`config.mk`:
```
export PLATFORM = sky130hd
export DESIGN_NAME = hot_swap_fault_control
export DESIGN_NICKNAME = d
export VERILOG_FILES = /design/src/hw/hot_swap_pkg.sv /design/src/hw/hot_swap_fault_control.sv
export SDC_FILE = /design/constraint.sdc
export NUM_CORES = 1
export LEC_CHECK = 0
export BUFFER_PORTS_ARGS = -buffer_cell sky130_fd_sc_hd__buf_2
export CAP_MARGIN = 0
export CELL_PAD_IN_SITES_DETAIL_PLACEMENT = 0
export CELL_PAD_IN_SITES_GLOBAL_PLACEMENT = 2
export CORE_AREA = 3 3 95 142
export DETAILED_ROUTE_END_ITERATION = 10
export DIE_AREA = 0 0 98 145
export HOLD_SLACK_MARGIN = 0.05
export PLACE_DENSITY = 0.7
export RECOVER_POWER = 100
export REMOVE_ABC_BUFFERS = 1
export SETUP_SLACK_MARGIN = 0.02
export SYNTH_ARGS = -nofsm -noshare
export SYNTH_HDL_FRONTEND = slang
export SYNTH_SLANG_ARGS = --single-unit
export TNS_END_PERCENT = 50
```
`constraint.sdc`:
```
create_clock -name sys_clk_in -period 2.71 [get_ports sys_clk_in]
set_input_delay 0.1355 -clock sys_clk_in [delete_from_list [all_inputs] [get_ports sys_clk_in]]
set_output_delay 0.1355 -clock sys_clk_in [all_outputs]
set_load 0.1 [all_outputs]
```
`src/hw/hot_swap_pkg.sv`:
```
// constants shared by the hot-swap fault control block
package hot_swap_pkg;

  // clock and breaker timing
  localparam int CLK_PERIOD_PS      = 4000;
  localparam int BREAKER_TIME_NS    = 530000;
  localparam int BREAKER_CYCLES_DEF = (BREAKER_TIME_NS * 1000) / CLK_PERIOD_PS;
  localparam int BRK_W              = 18;

  // delay units
  localparam logic [1:0] OC_COOL_UNITS = 2'h3;  // last index of four units
  localparam logic [1:0] SETTLE_LAST   = 2'h3;

  // synchronised input positions
  localparam int IN_PERMIT_N = 0;
  localparam int IN_REQUEST  = 1;
  localparam int IN_OC       = 2;
  localparam int IN_SHORT    = 3;
  localparam int IN_OV       = 4;
  localparam int IN_UVH      = 5;
  localparam int IN_UVL      = 6;
  localparam int IN_TICK     = 7;
  localparam int IN_CLAMP    = 8;
  localparam int IN_W        = 9;

  // register byte addresses
  localparam logic [3:0] ADDR_STATUS  = 4'h0;
  localparam logic [3:0] ADDR_FAULT   = 4'h4;
  localparam logic [3:0] ADDR_CONTROL = 4'h8;

  // bit positions used in the status, fault and control words
  localparam int BIT_OV      = 0;
  localparam int BIT_UV      = 1;
  localparam int BIT_OC      = 2;
  localparam int BIT_FET_REQ = 3;
  localparam int BIT_DIS     = 4;
  localparam int BIT_DRIVE   = 7;

  // control values after reset
  localparam logic OV_RETRY_RST = 1'b1;
  localparam logic UV_RETRY_RST = 1'b1;
  localparam logic OC_RETRY_RST = 1'b0;
  localparam logic FET_REQ_RST  = 1'b0;

endpackage

```
`src/hw/hot_swap_fault_control.sv`:
```
// hot-swap on/off, fault latching and retry timing with an avalon-mm register port
`timescale 1ns/1ps
module hot_swap_fault_control
  import hot_swap_pkg::*;
#(
  parameter int BREAKER_CYCLES = BREAKER_CYCLES_DEF
) (
  input  wire logic        sys_clk_in,
  input  wire logic        arst_n_in,
  input  wire logic        permit_n_in,
  input  wire logic        power_request_in,
  input  wire logic        overcurrent_cmp_in,
  input  wire logic        short_cmp_in,
  input  wire logic        surge_sense_input_in,
  input  wire logic        uv_high_input_in,
  input  wire logic        uv_low_input_in,
  input  wire logic        delay_cap_pin_in,
  input  wire logic        ramp_clamp_in,
  input  wire logic        first_seq_in,
  input  wire logic        second_seq_in,
  input  wire logic [3:0]  avs_address_in,
  input  wire logic        avs_read_in,
  input  wire logic        avs_write_in,
  input  wire logic [31:0] avs_writedata_in,
  input  wire logic [3:0]  avs_byteenable_in,
  output logic      [31:0] avs_readdata_out,
  output logic             avs_waitrequest_out,
  output logic             gate_drive_out,
  output logic             current_limit_out,
  output logic             discharge_out,
  output logic             first_good_out_n,
  output logic             second_good_out
);

  typedef struct packed {
    logic [2:0][IN_W-1:0] sync;
    logic [IN_W-1:0]      filt;
    logic [IN_W-1:0]      filt_prev;
    logic [1:0]           settle;
    logic                 ready;
    logic                 dis_fault;
    logic                 fet_req;
    logic                 ov_p;
    logic                 ov_f;
    logic                 ov_r;
    logic                 uv_p;
    logic                 uv_f;
    logic                 uv_r;
    logic                 uv_wait;
    logic                 oc_p;
    logic                 oc_f;
    logic                 oc_r;
    logic                 oc_wait;
    logic [1:0]           oc_units;
    logic                 permit_wait;
    logic [BRK_W-1:0]     brk_cnt;
    logic                 climit;
    logic                 fet_drive;
    logic                 gate;
    logic                 first_good_n;
    logic                 second_good;
    logic                 ack;
    logic [31:0]          rdata;
  } state_t;

  localparam logic [BRK_W-1:0] BRK_LAST = BRK_W'(BREAKER_CYCLES - 1);

  // lockout release is synchronised; assertion of reset stays asynchronous
  logic rst_meta_q;
  logic rst_sync_q;
  always_ff @(posedge sys_clk_in or negedge arst_n_in) begin
    if (!arst_n_in) begin
      rst_meta_q <= 1'b0;
      rst_sync_q <= 1'b0;
    end else begin
      rst_meta_q <= 1'b1;
      rst_sync_q <= rst_meta_q;
    end
  end

  state_t q;
  state_t d;

  logic [IN_W-1:0] raw;
  assign raw = {ramp_clamp_in, delay_cap_pin_in, uv_low_input_in, uv_high_input_in,
                surge_sense_input_in, short_cmp_in, overcurrent_cmp_in,
                power_request_in, permit_n_in};

  function automatic logic rose(input logic now, input logic was);
    rose = now & ~was;
  endfunction

  logic tick;
  logic permit_edge;
  logic permit_fall;
  logic req_rise;
  logic req_fall;
  logic trip;
  logic brk_active;
  logic ok_no_ov;
  logic ov_block;
  logic uv_block;
  logic oc_block;
  logic wr_fault;
  logic wr_ctrl;
  logic clear_all;
  logic [31:0] status_w;
  logic [31:0] fault_w;
  logic [31:0] ctrl_w;

  always_comb begin
    d = q;
    // three-stage synchroniser; stage 0 feeds only stage 1
    d.sync[0] = raw;
    d.sync[1] = q.sync[0];
    d.sync[2] = q.sync[1];
    for (int i = 0; i < IN_W; i++) begin
      if (q.sync[1][i] == q.sync[2][i]) begin
        d.filt[i] = q.sync[2][i];
      end
    end
    d.filt_prev = q.filt;
    // hold off events until the filters hold real pin levels
    if (!q.ready) begin
      d.settle    = q.settle + 2'h1;
      d.ready     = (q.settle == SETTLE_LAST);
      d.filt_prev = d.filt;
    end

    tick        = q.ready & rose(q.filt[IN_TICK], q.filt_prev[IN_TICK]);
    permit_edge = q.ready & (q.filt[IN_PERMIT_N] ^ q.filt_prev[IN_PERMIT_N]);
    permit_fall = permit_edge & ~q.filt[IN_PERMIT_N];
    req_rise    = q.ready & rose(q.filt[IN_REQUEST], q.filt_prev[IN_REQUEST]);
    req_fall    = q.ready & rose(q.filt_prev[IN_REQUEST], q.filt[IN_REQUEST]);

    // register bus: a request is answered one cycle after it appears
    d.ack    = (avs_read_in | avs_write_in) & ~q.ack;
    wr_fault = q.ack & avs_write_in & avs_byteenable_in[0] & (avs_address_in == ADDR_FAULT);
    wr_ctrl  = q.ack & avs_write_in & avs_byteenable_in[0] & (avs_address_in == ADDR_CONTROL);

    // control word
    if (wr_ctrl) begin
      d.ov_r    = avs_writedata_in[BIT_OV];
      d.uv_r    = avs_writedata_in[BIT_UV];
      d.oc_r    = avs_writedata_in[BIT_OC];
      d.fet_req = avs_writedata_in[BIT_FET_REQ];
    end

    // fet request bit: pin edges win over a same-cycle write
    if (permit_fall) begin
      d.permit_wait = 1'b1;
    end else if (q.filt[IN_PERMIT_N]) begin
      d.permit_wait = 1'b0;
    end else if (q.permit_wait && tick) begin
      d.permit_wait = 1'b0;
      if (q.filt[IN_REQUEST]) begin
        d.fet_req = 1'b1;
      end
    end
    if (req_rise) begin
      d.fet_req = 1'b1;
    end else if (req_fall) begin
      d.fet_req = 1'b0;
    end

    clear_all = req_fall | (q.fet_req & ~d.fet_req);

    // host clears of fault bits, refused while the condition is present
    if (wr_fault) begin
      if (!avs_writedata_in[BIT_OV] && !q.ov_p) d.ov_f = 1'b0;
      if (!avs_writedata_in[BIT_UV] && !q.uv_p) d.uv_f = 1'b0;
      if (!avs_writedata_in[BIT_OC] && !q.oc_p) d.oc_f = 1'b0;
      d.dis_fault = avs_writedata_in[BIT_DIS];
    end
    if (clear_all) begin
      d.ov_f      = 1'b0;
      d.uv_f      = 1'b0;
      d.oc_f      = 1'b0;
      d.dis_fault = 1'b0;
    end
    if (permit_edge) begin
      d.dis_fault = 1'b1;
    end

    // overvoltage
    d.ov_p = q.ready & q.filt[IN_OV];
    if (d.ov_p) begin
      d.ov_f = 1'b1;
    end
    ov_block = q.ov_p | (q.ov_f & ~q.ov_r);

    // undervoltage with both-input hysteresis; a reset value of clear lets a
    // supply that is already low log its fault once the filters settle
    if (q.ready && !q.filt[IN_UVH] && !q.filt[IN_UVL]) begin
      d.uv_p = 1'b1;
    end else if (q.uv_p && q.filt[IN_UVH] && q.filt[IN_UVL]) begin
      d.uv_p    = 1'b0;
      d.uv_wait = q.uv_r;
    end
    if (d.uv_p) begin
      d.uv_f = 1'b1;
    end
    if (q.uv_f && !d.uv_f && !q.uv_r && !q.uv_p) begin
      d.uv_wait = 1'b1;
    end
    if (q.uv_wait && tick) begin
      d.uv_wait = 1'b0;
    end
    uv_block = q.uv_p | q.uv_wait | (q.uv_f & ~q.uv_r);

    // breaker counter; the ramp clamp takes over before it can expire
    brk_active = q.ready & q.fet_drive & (q.filt[IN_OC] | q.filt[IN_SHORT]) &
                 ~q.filt[IN_CLAMP];
    d.climit = brk_active;
    trip     = 1'b0;
    if (brk_active) begin
      if (q.brk_cnt == BRK_LAST) begin
        trip      = 1'b1;
        d.brk_cnt = '0;
      end else begin
        d.brk_cnt = q.brk_cnt + BRK_W'(1);
      end
    end else begin
      d.brk_cnt = '0;
    end

    // overcurrent cooling; nothing but its own count ends it
    if (q.oc_wait && tick) begin
      d.oc_units = q.oc_units + 2'h1;
      if (q.oc_units == OC_COOL_UNITS) begin
        d.oc_wait  = 1'b0;
        d.oc_units = 2'h0;
      end
    end
    if (q.oc_p && !q.fet_drive) begin
      d.oc_p = 1'b0;
    end
    if (q.oc_f && !d.oc_f && !q.oc_r && !q.oc_wait) begin
      d.oc_wait  = 1'b1;
      d.oc_units = 2'h0;
    end
    if (trip) begin
      d.oc_p     = 1'b1;
      d.oc_f     = 1'b1;
      d.oc_wait  = 1'b1;
      d.oc_units = 2'h0;
    end
    oc_block = q.oc_p | q.oc_wait | (q.oc_f & ~q.oc_r);

    // drive decision; overvoltage is kept apart so it spares the good outputs
    ok_no_ov    = q.ready & ~q.filt[IN_PERMIT_N] & q.fet_req & ~uv_block & ~oc_block & ~trip;
    d.fet_drive = ok_no_ov & ~ov_block;
    d.gate      = d.fet_drive & ~q.filt[IN_SHORT];
    if (!ok_no_ov) begin
      d.first_good_n = 1'b1;
      d.second_good  = 1'b0;
    end else if (q.fet_drive) begin
      if (first_seq_in) d.first_good_n = 1'b0;
      if (second_seq_in) d.second_good = 1'b1;
    end

    status_w            = '0;
    status_w[BIT_OV]    = q.ov_p;
    status_w[BIT_UV]    = q.uv_p;
    status_w[BIT_OC]    = q.oc_p;
    status_w[BIT_DIS]   = q.filt[IN_PERMIT_N];
    status_w[BIT_DRIVE] = q.fet_drive;
    fault_w             = '0;
    fault_w[BIT_OV]     = q.ov_f;
    fault_w[BIT_UV]     = q.uv_f;
    fault_w[BIT_OC]     = q.oc_f;
    fault_w[BIT_DIS]    = q.dis_fault;
    ctrl_w              = '0;
    ctrl_w[BIT_OV]      = q.ov_r;
    ctrl_w[BIT_UV]      = q.uv_r;
    ctrl_w[BIT_OC]      = q.oc_r;
    ctrl_w[BIT_FET_REQ] = q.fet_req;
    if (avs_read_in && !q.ack) begin
      case (avs_address_in)
        ADDR_STATUS:  d.rdata = status_w;
        ADDR_FAULT:   d.rdata = fault_w;
        ADDR_CONTROL: d.rdata = ctrl_w;
        default:      d.rdata = '0;
      endcase
    end
  end

  always_ff @(posedge sys_clk_in or negedge rst_sync_q) begin
    if (!rst_sync_q) begin
      q              <= '0;
      q.ov_r         <= OV_RETRY_RST;
      q.uv_r         <= UV_RETRY_RST;
      q.oc_r         <= OC_RETRY_RST;
      q.fet_req      <= FET_REQ_RST;
      q.first_good_n <= 1'b1;
    end else begin
      q <= d;
    end
  end

  assign avs_waitrequest_out = (avs_read_in | avs_write_in) & ~q.ack;
  assign avs_readdata_out    = q.rdata;
  assign gate_drive_out      = q.gate;
  assign current_limit_out   = q.climit;
  assign discharge_out       = ~q.fet_drive;
  assign first_good_out_n    = q.first_good_n;
  assign second_good_out     = q.second_good;
endmodule

```
---- Word-level counts from Yosys, hierarchy flattened ----
Cells that the tools add are included.
storage, ports and cells
  bits in registers ....................... 121
  word-level logic and storage cells ...... 208
  input port bits ......................... 55
cells by class
  bitwise logic cells ..................... 53
  reduce and logical (&&, ||, !) cells .... 47
  add/subtract/negate cells ............... 3
  equal/unequal tests ..................... 18
  mux-type cells .......................... 55
operators by type and width
  kind                                                                     count
  1-bit two-way mux                                                        44
  18-bit two-way mux                                                       2
  1-bit bitwise AND                                                        28
  8-bit one-hot mux with 3 select lines                                    1
  3-bit nonzero test                                                       7
  18-bit by 1-bit adder with 18-bit output, second input constant          1
  18-bit equality test, second input constant                              1
  1-bit logical AND                                                        18
  1-bit NOT                                                                16
  1-bit zero test                                                          15
  3-bit two-way mux                                                        4
  11-bit two-way mux                                                       1
  2-bit AND reduction                                                      5
  1-bit equality test                                                      9
  1-bit bitwise OR                                                         8
  2-bit two-way mux                                                        3
  2-bit inequality test, second input constant                             3
  2-bit by 1-bit adder with 2-bit output, second input constant            2
  2-bit equality test, second input constant                               2
  4-bit by 3-bit equality test with 1-bit output, second input constant    1
  4-bit equality test, second input constant                               1
  4-bit zero test                                                          1
  3-bit by 1-bit inequality test with 1-bit output, second input constant  1
  2-bit nonzero test                                                       1
  1-bit XOR                                                                1

---- Logic depth before layout (Yosys ltp) ----
Gate-level depths: netlist (run 1).
  word-level depth ........................ 21
  mapped depth ............................ 7
  mapped depth without buffers ............ 5

---- Worst setup path after synthesis (run 1) ----
Ideal clock, no wire load.
  path kind ............................... register -> register
  start ................................... register q[36] (netlist bit)
  end ..................................... register q, in the netlist gate_drive_out
  required time ........................... 2.586 ns
  cell stages (with the launch flop) ...... 6
  path slack .............................. 0.772 ns
  path buffers ............................ 0
  data arrival time ....................... 1.814 ns
  cells stage by stage .................... dfrtp_1 inv_1 nor4_1 nand4_1 nand4_1 nor4_1
RTL lines
  element             line                          RTL
  start: declaration  hot_swap_fault_control.sv:81  state_t q;

---- Worst setup path after layout (run 1) ----
  start ................................... register q[72] (netlist bit)
  end ..................................... register q[59] (netlist bit)
on the way
  longest elaborated chain between the ends .. 17
  elaborated cells between the ends (all ways) .. 29
RTL lines
  element                                                             line                           RTL
  1-bit bitwise AND                                                   hot_swap_fault_control.sv:130  tick = q.ready & rose(q.filt[IN_TICK], q.filt_prev[IN_TICK]);
  1-bit logical AND                                                   hot_swap_fault_control.sv:154  end else if (q.permit_wait && tick) begin
  1-bit two-way mux                                                   hot_swap_fault_control.sv:154
  1-bit two-way mux                                                   hot_swap_fault_control.sv:152  end else if (q.filt[IN_PERMIT_N]) begin
  1-bit two-way mux                                                   hot_swap_fault_control.sv:150  if (permit_fall) begin
  1-bit two-way mux                                                   hot_swap_fault_control.sv:162  end else if (req_fall) begin
  1-bit two-way mux                                                   hot_swap_fault_control.sv:160  if (req_rise) begin
  1-bit NOT                                                           hot_swap_fault_control.sv:166  clear_all = req_fall | (q.fet_req & ~d.fet_req);
  1-bit bitwise AND                                                   hot_swap_fault_control.sv:166
  1-bit bitwise OR                                                    hot_swap_fault_control.sv:166
  1-bit two-way mux                                                   hot_swap_fault_control.sv:175  if (clear_all) begin
  1-bit zero test                                                     hot_swap_fault_control.sv:238  if (q.oc_f && !d.oc_f && !q.oc_r && !q.oc_wait) begin
  1-bit logical AND (3 in series)                                     hot_swap_fault_control.sv:238
  3-bit nonzero test (no line) or 3-bit two-way mux (tied branches)   -
  2-bit AND reduction (no line) or 3-bit two-way mux (tied branches)  -
Parallel ways exist; a longest one is shown, timed or not.
A chain may end at the register's enable or synchronous reset.

==> flow_summary.yaml, run 1 <==
yosys:
  synth_edf_count: 0
  synth-simple-area-share_pct: 14.6
  ys_types: 50
  yosysSeqAreaShare_pct: 59.5
  synth_top_family_by_area: "simple AND/OR/NAND/NOR gates"
  synth_area_leaders: "dfrtp_1, buf_4, xor2_1"
  syn_area_per_cell_um2: 12.1
  synth_compound_area_share_pct: 7.03
  synth_mux_area_share_pct: 2.77
  synth_top_area_share_pct: 57.5
  synth_xor_area_share_pct: 4.16
  synth_seq_cells: 90
  synthArstFlopShare_pct: 100
  synth_ff_type: "dfrtp_1"
  yosysTopAreaCell: "dfrtp_1"
  ys_warn_count: 0
  synth_fa_ha_area_share_pct: 3.37
  postSynthCellCount: 312
  netlist_area_um2: 3790
cells_and_area:
  n_antenna_cell: 0
  fill_cells: 1268
  fin_cells: 523
  layout-drive-gt1-share_pct: 15.3
  fin_nets: 420
  synthToLayoutAreaGrowth_pct: 15.7
  final_area_um2: 4380
  fin_util_pct: 35.2
sta:
  finalHoldViolations: 0
  rsz0062_at_grt: "no"
  fin_setup_tns_ns: 0
  setup_violations: 0
  period_share_pct: 84.4
  whs_ns: 0.0678
  postLayoutSetupSlackWorst_ns: 0.422
  period_minus_slack_ns: 2.29
  final_max_slew_viol_count: 44
  finClkSkew_ns: 0.00691
  max_freq_ghz: 0.437
  worstMarginPinSlew_ns: 1.80
  slew_headroom_pct: -20.1
worst_setup_path:
  path_class: "flip-flop to flip-flop"
  worstPathMaxFanout: 11
  cp-start-kind: "flip-flop"
  crit_arrival_ns: 2.52
  cp_data_required_time_ns: 2.94
  worst_setup_path_end_kind: "flip-flop"
route:
  drt-initial-drc-count: 57
  via_per_inst: 4.48
  ant_nets: 0
  finalWirelength_mm: 7.15
  vias: 2341
  wl_per_cell_um: 13.7
  drc: 0
  drtPass1Iterations: 4
floorplan:
  io_pins: 93
  die_w_um: 98
  dieArea_um2: 14200
  die_h_um: 145
  fp.coreArea_um2: 12400
  start_util_pct: 30.4
  rows: 50
status:
  violations: "max-capacitance violations, max-slew violations"
  status: "finished with violations"
worst_hold_path:
  hold_class: "primary input to flip-flop"
power_and_ir_drop:
  power.total_mw: 3.17
  power_density_nw_per_um2: 722
  p_leak_nw: 1.95
  ir_drop_uv: 245
placed_design:
  port_buffers: 36
  dp_hpwl_mm: 5.11
  dp_cells: 493
  routabilityCongestion: 0.730
  place_area_um2: 4010
  pre_cts_ws_ns: 0.548
clock_tree:
  cts_resized: 0
  htreeDepth: 3
  cts_setup_buffers: 0
  cts_root_buf: "clkbuf_16"
  clock_latency_ns: 0.34
  cts_tree: "yes"
  cts.path.max_buffers: 2
  clk_pin_slew_ns: 0.07
  cts-buffers-inserted: 9
  cts.sinks: 90
global_routing:
  overflow: 0
  grt_max_degree: 46
  grt_usage_pct: 10.9
  grt_pass1_wl_mm: 12.4
  antenna_found_initial: 0
  grt_pass1_vias: 2440
flow_run:
  maxCapViolations: 1
==> cell usage after synthesis, drive strengths merged (2+ instances only) <==
master and count:
nand3 9, nor2b 2, a22o 4, a21o 2
dfrtp 87, nor3 3, nand2 25, nand4 7
mux2i 6, a21oi 3, clkbuf 3, xor2 15
a31o 3, a2111oi 2, xnor2 3, or4b 2
nor2 26, mux2 4, buf 36, ha 3
maj3 9, nand2b 3, and4 4, o21ai 7
nor4 4, or3 5, and3 5, dfstp 3
nor4b 2, and2 2, inv 7, conb 2
==> placed cells by master, fill, tap and decap left out, types with 3 or more instances in the layout <==
cell type,netlist,layout
dfrtp_1,87,87
conb_1,2,27
nor2_1,26,26
nand2_1,24,25
buf_2,0,23
xor2_1,15,15
clkbuf_1,3,15
dlygate4sd3_1,0,14
maj3_1,9,9
nand3_1,9,9
clkbuf_16,0,9
inv_1,7,7
nand4_1,7,7
o21ai_0,7,7
mux2i_1,6,6
and3_1,5,5
or3_1,5,5
nor4_1,4,4
and4_1,4,4
mux2_2,4,4
a22o_1,4,4
xnor2_1,3,3
nand2b_1,3,3
a21oi_1,3,3
a31o_2,3,3
nor3_1,3,3
ha_1,3,3
dfstp_2,3,3
==> report_power, final <==
group	internal, mW	switching, mW	total (mW)
clock network	0.721	0.543	1.26
registers	1.43	0.0708	1.50
logic	0.100	0.303	0.404
total	2.25	0.917	3.17
==> per-layer routing <==
layer  share of wire, %  global-route usage [%]  up-vias
met2                 52                    18.2       42
met5                  0                       0        -
li1                   -                       -     1122
met1                 41                    12.6     1163
met4                3.1                    6.86        0
met3                3.8                    2.16       14
==> registers in the layout, indices dropped and copies added, names as in the netlist, named ones only <==
| name | cells |
|---|---|
| q | 47 |
| first_good_out_n | 1 |
| gate_drive_out | 1 |
| d | 18 |
| second_good_out | 1 |
| current_limit_out | 1 |
| avs_readdata_out | 6 |
| fault_w | 4 |
| rst_sync_q | 1 |
| rst_meta_q | 1 |
| ctrl_w | 4 |
==> timing repair <==
item                       4_1_cts  5_1_grt
hold endpoints to repair        15        0
setup endpoints to repair        0        0
hold buffers                    14        0
==> path summary, 6_finish.rpt <==
path | from | end | slack [ns] | depth (start not counted)
min in group asynchronous | arst_n_in | rst_meta_q | 0.10 | 2
max in group asynchronous | rst_sync_q | d[108] | 0.90 | 0
min reg2reg | d[104] | d[113] | 0.34 | 0
max | q[72] | q[59] | 0.42 | 5
max reg2reg | q[72] | q[59] | 0.42 | 5
min | avs_read_in | q[32] | 0.07 | 3
==> cell families after synthesis <==
family	Yosys count
and+or+nand+nor	103
muxes	10
DFF	90
adders and majority gates	12
AOI/OAI and AO/OA	31
other	2
buffers and inverters	46
xor gates and xnor gates	18
==> final cells by class <==
class                      instances  area [um2]  area share, %
inverter                           7        26.3          0.599
clock inverter                     7        76.3           1.74
sequential                        90        2260           51.5
multi-input combinational        201        1270           29.0
timing repair buffer              53         332           7.56
tap                              156         195           4.45
clock buffer                       9         225           5.14
==> critical path, cell delays in order, from the launching register on <==
cell and delay [ns]:
dfrtp_1 0.54, nand4b_1 0.15, o32a_1 0.33, a41oi_1 0.59, a2111oi_1 0.25, a211o_1 0.32
Note: power is estimated with default switching activity, not from simulation.
==> run 2, diff against run 1 <==
--- a/config.mk
+++ b/config.mk
@@ -9,11 +9,11 @@
 export CAP_MARGIN = 0
 export CELL_PAD_IN_SITES_DETAIL_PLACEMENT = 0
 export CELL_PAD_IN_SITES_GLOBAL_PLACEMENT = 2
-export CORE_AREA = 3 3 95 142
+export CORE_AREA = 3 3 91 136
 export DETAILED_ROUTE_END_ITERATION = 10
-export DIE_AREA = 0 0 98 145
+export DIE_AREA = 0 0 94 139
 export HOLD_SLACK_MARGIN = 0.05
-export PLACE_DENSITY = 0.7
+export PLACE_DENSITY = 0.73
 export RECOVER_POWER = 100
 export REMOVE_ABC_BUFFERS = 1
 export SETUP_SLACK_MARGIN = 0.02
==> constraint.sdc (replaced) <==
create_clock -name sys_clk_in -period 2.15 [get_ports sys_clk_in]
set_input_delay 0.1075 -clock sys_clk_in [delete_from_list [all_inputs] [get_ports sys_clk_in]]
set_output_delay 0.1075 -clock sys_clk_in [all_outputs]
set_load 0.1 [all_outputs]
==> run 2 against run 1 <==
  * The run still ends with max-capacitance violations, max-slew violations left
  * Fmax grew 11%
  * Count of clock-buffer cells in the layout unchanged
  * Worst hold slack gained 0.013 ns
  * Worst setup slack got worse by 0.33 ns
  * Critical path type unchanged
==> flow_summary.yaml, run 2 (synthesis results as in run 1) <==
status:
  status: "finished with violations"
  violations: "max-capacitance violations, max-slew violations"
global_routing:
  grt_max_degree: 45
  overflow: 0
  grt_pass1_vias: 2517
  antenna_found_initial: 0
  grt_pass1_wl_mm: 12.3
  grt_usage_pct: 12.1
sta:
  period_share_pct: 95.5
  max_freq_ghz: 0.487
  finalHoldViolations: 0
  rsz0062_at_grt: "yes"
  worstMarginPinSlew_ns: 1.73
  whs_ns: 0.0810
  setup_violations: 0
  slew_headroom_pct: -15.5
  period_minus_slack_ns: 2.05
  final_max_slew_viol_count: 45
  finClkSkew_ns: 0.00804
worst_setup_path:
  crit_arrival_ns: 2.28
  cp-endpoint: "q[59]"
  crit_start: "q[72]"
  rr_endpoint: "q[59]"
  worst_setup_path_end_kind: "flip-flop"
  cp_data_required_time_ns: 2.38
  ff2ff_setup_slack_ns: 0.1
  cp-start-kind: "flip-flop"
  worstPathMaxFanout: 8
  reg2regPathDepth: 5
  path_class: "flip-flop to flip-flop"
  reg2reg_from: "q[72]"
placed_design:
  port_buffers: 36
  place_area_um2: 4090
  routabilityCongestion: 0.748
  dp_hpwl_mm: 5.39
  dp_cells: 501
cells_and_area:
  fill_cells: 1155
  top_register: "q"
  final_area_um2: 4460
  layout_common_cells: "dfrtp_1, conb_1, nor2_1"
  mostFrequentLayoutCell: "dfrtp_1"
  fin_cells: 532
  fin_nets: 436
  layout-drive-gt1-share_pct: 17.5
  n_antenna_cell: 0
  largest_reg_flops: 47
  synthToLayoutAreaGrowth_pct: 17.6
route:
  wl_per_cell_um: 13.8
  finalWirelength_mm: 7.32
  via_per_inst: 4.46
  ant_nets: 0
  drtPass1Iterations: 4
  vias: 2374
  drt-initial-drc-count: 59
  drc: 0
clock_tree:
  cts_tree: "yes"
  cts.path.max_buffers: 2
  cts_root_buf: "clkbuf_16"
  clock_latency_ns: 0.34
  htreeDepth: 3
  clk_pin_slew_ns: 0.06
  cts-buffers-inserted: 9
  cts_resized: 0
  cts.sinks: 90
floorplan:
  start_util_pct: 33.2
  io_pins: 93
  rows: 48
  die_h_um: 139
  die_w_um: 94
  dieArea_um2: 13100
  fp.coreArea_um2: 11400
power_and_ir_drop:
  internal-power_mw: 2.72
  pwr-share-comb_pct: 13.8
  ir_drop_uv: 326
  swShare_pct: 29.4
  p_leak_nw: 1.99
  p_sw_mw: 1.13
  p_clk_share_pct: 37.2
  power_density_nw_per_um2: 864
  pwr-share-seq_pct: 49.0
worst_hold_path:
  hold_class: "primary input to async pin"
flow_run:
  maxCapViolations: 1
-- run 2: area by class of cell --
type / instances / area [um2] / area share (%)
Multi-Input combinational cell: 201 / 1290 / 29.0
Sequential cell: 90 / 2260 / 50.6
Timing Repair Buffer: 69 / 427 / 9.57
Tap cell: 150 / 188 / 4.21
Clock inverter: 6 / 42.5 / 0.955
Clock buffer: 9 / 225 / 5.05
Inverter: 7 / 26.3 / 0.590
-- run 2: worst min-delay path by stage --
stage,start,end,slack [ns],cells past startpoint
floorplan,arst_n_in,rst_meta_q,-0.19,0
global placement,arst_n_in,rst_meta_q,-0.11,1
detailed placement,arst_n_in,rst_meta_q,-0.10,1
CTS,avs_write_in,q[32],0.06,3
global route,avs_write_in,q[32],0.07,3
finish,arst_n_in,rst_meta_q,0.08,2
-- run 2: routing by layer --
layer  up-vias  global-route usage (%)  wire, um
met5         -                       0         0
met4         0                    4.49       113
met3         8                    3.47       303
met2        41                    21.4      4010
met1      1172                    13.6      2890
li1       1153                       -         -
-- run 2: timing repair --
action / in CTS / in global routing
hold buffers: 16 / 0
setup endpoints to repair: 0 / 6
hold endpoints to repair: 17 / 0
setup buffers: 0 / 0
-- run 2: power by group through the flow --
stage | clock, mW | combinational, mW | sequential, mW
2_1_floorplan | 0 | 0.361 | 1.96
3_3_place_gp | 0 | 0.522 | 1.92
3_5_place_dp | 0 | 0.528 | 1.92
4_1_cts | 1.49 | 0.551 | 1.89
5_1_grt | 1.56 | 0.573 | 1.90
6_report | 1.43 | 0.533 | 1.89
-- run 2: worst max-delay path: stages (launching register included) --
cell and delay (ns):
dfrtp_1 0.49, nand4b_1 0.14, o32a_1 0.33, a41oi_1 0.52, a2111oi_4 0.17, a211o_1 0.30
-- run 2: metrics by stage --
stage                     setup WS, ns  utilization [%]  setup TNS [ns]  power [mW]
after floorplan                 -0.537                -          -45.66        2.32
after global placement           0.130             35.9               0        2.44
after detailed placement         0.138             35.9               0        2.45
after CTS                        0.109             39.6               0        3.93
after global routing           0.00805             39.1               0        4.04
final                           0.0971             39.1               0        3.85
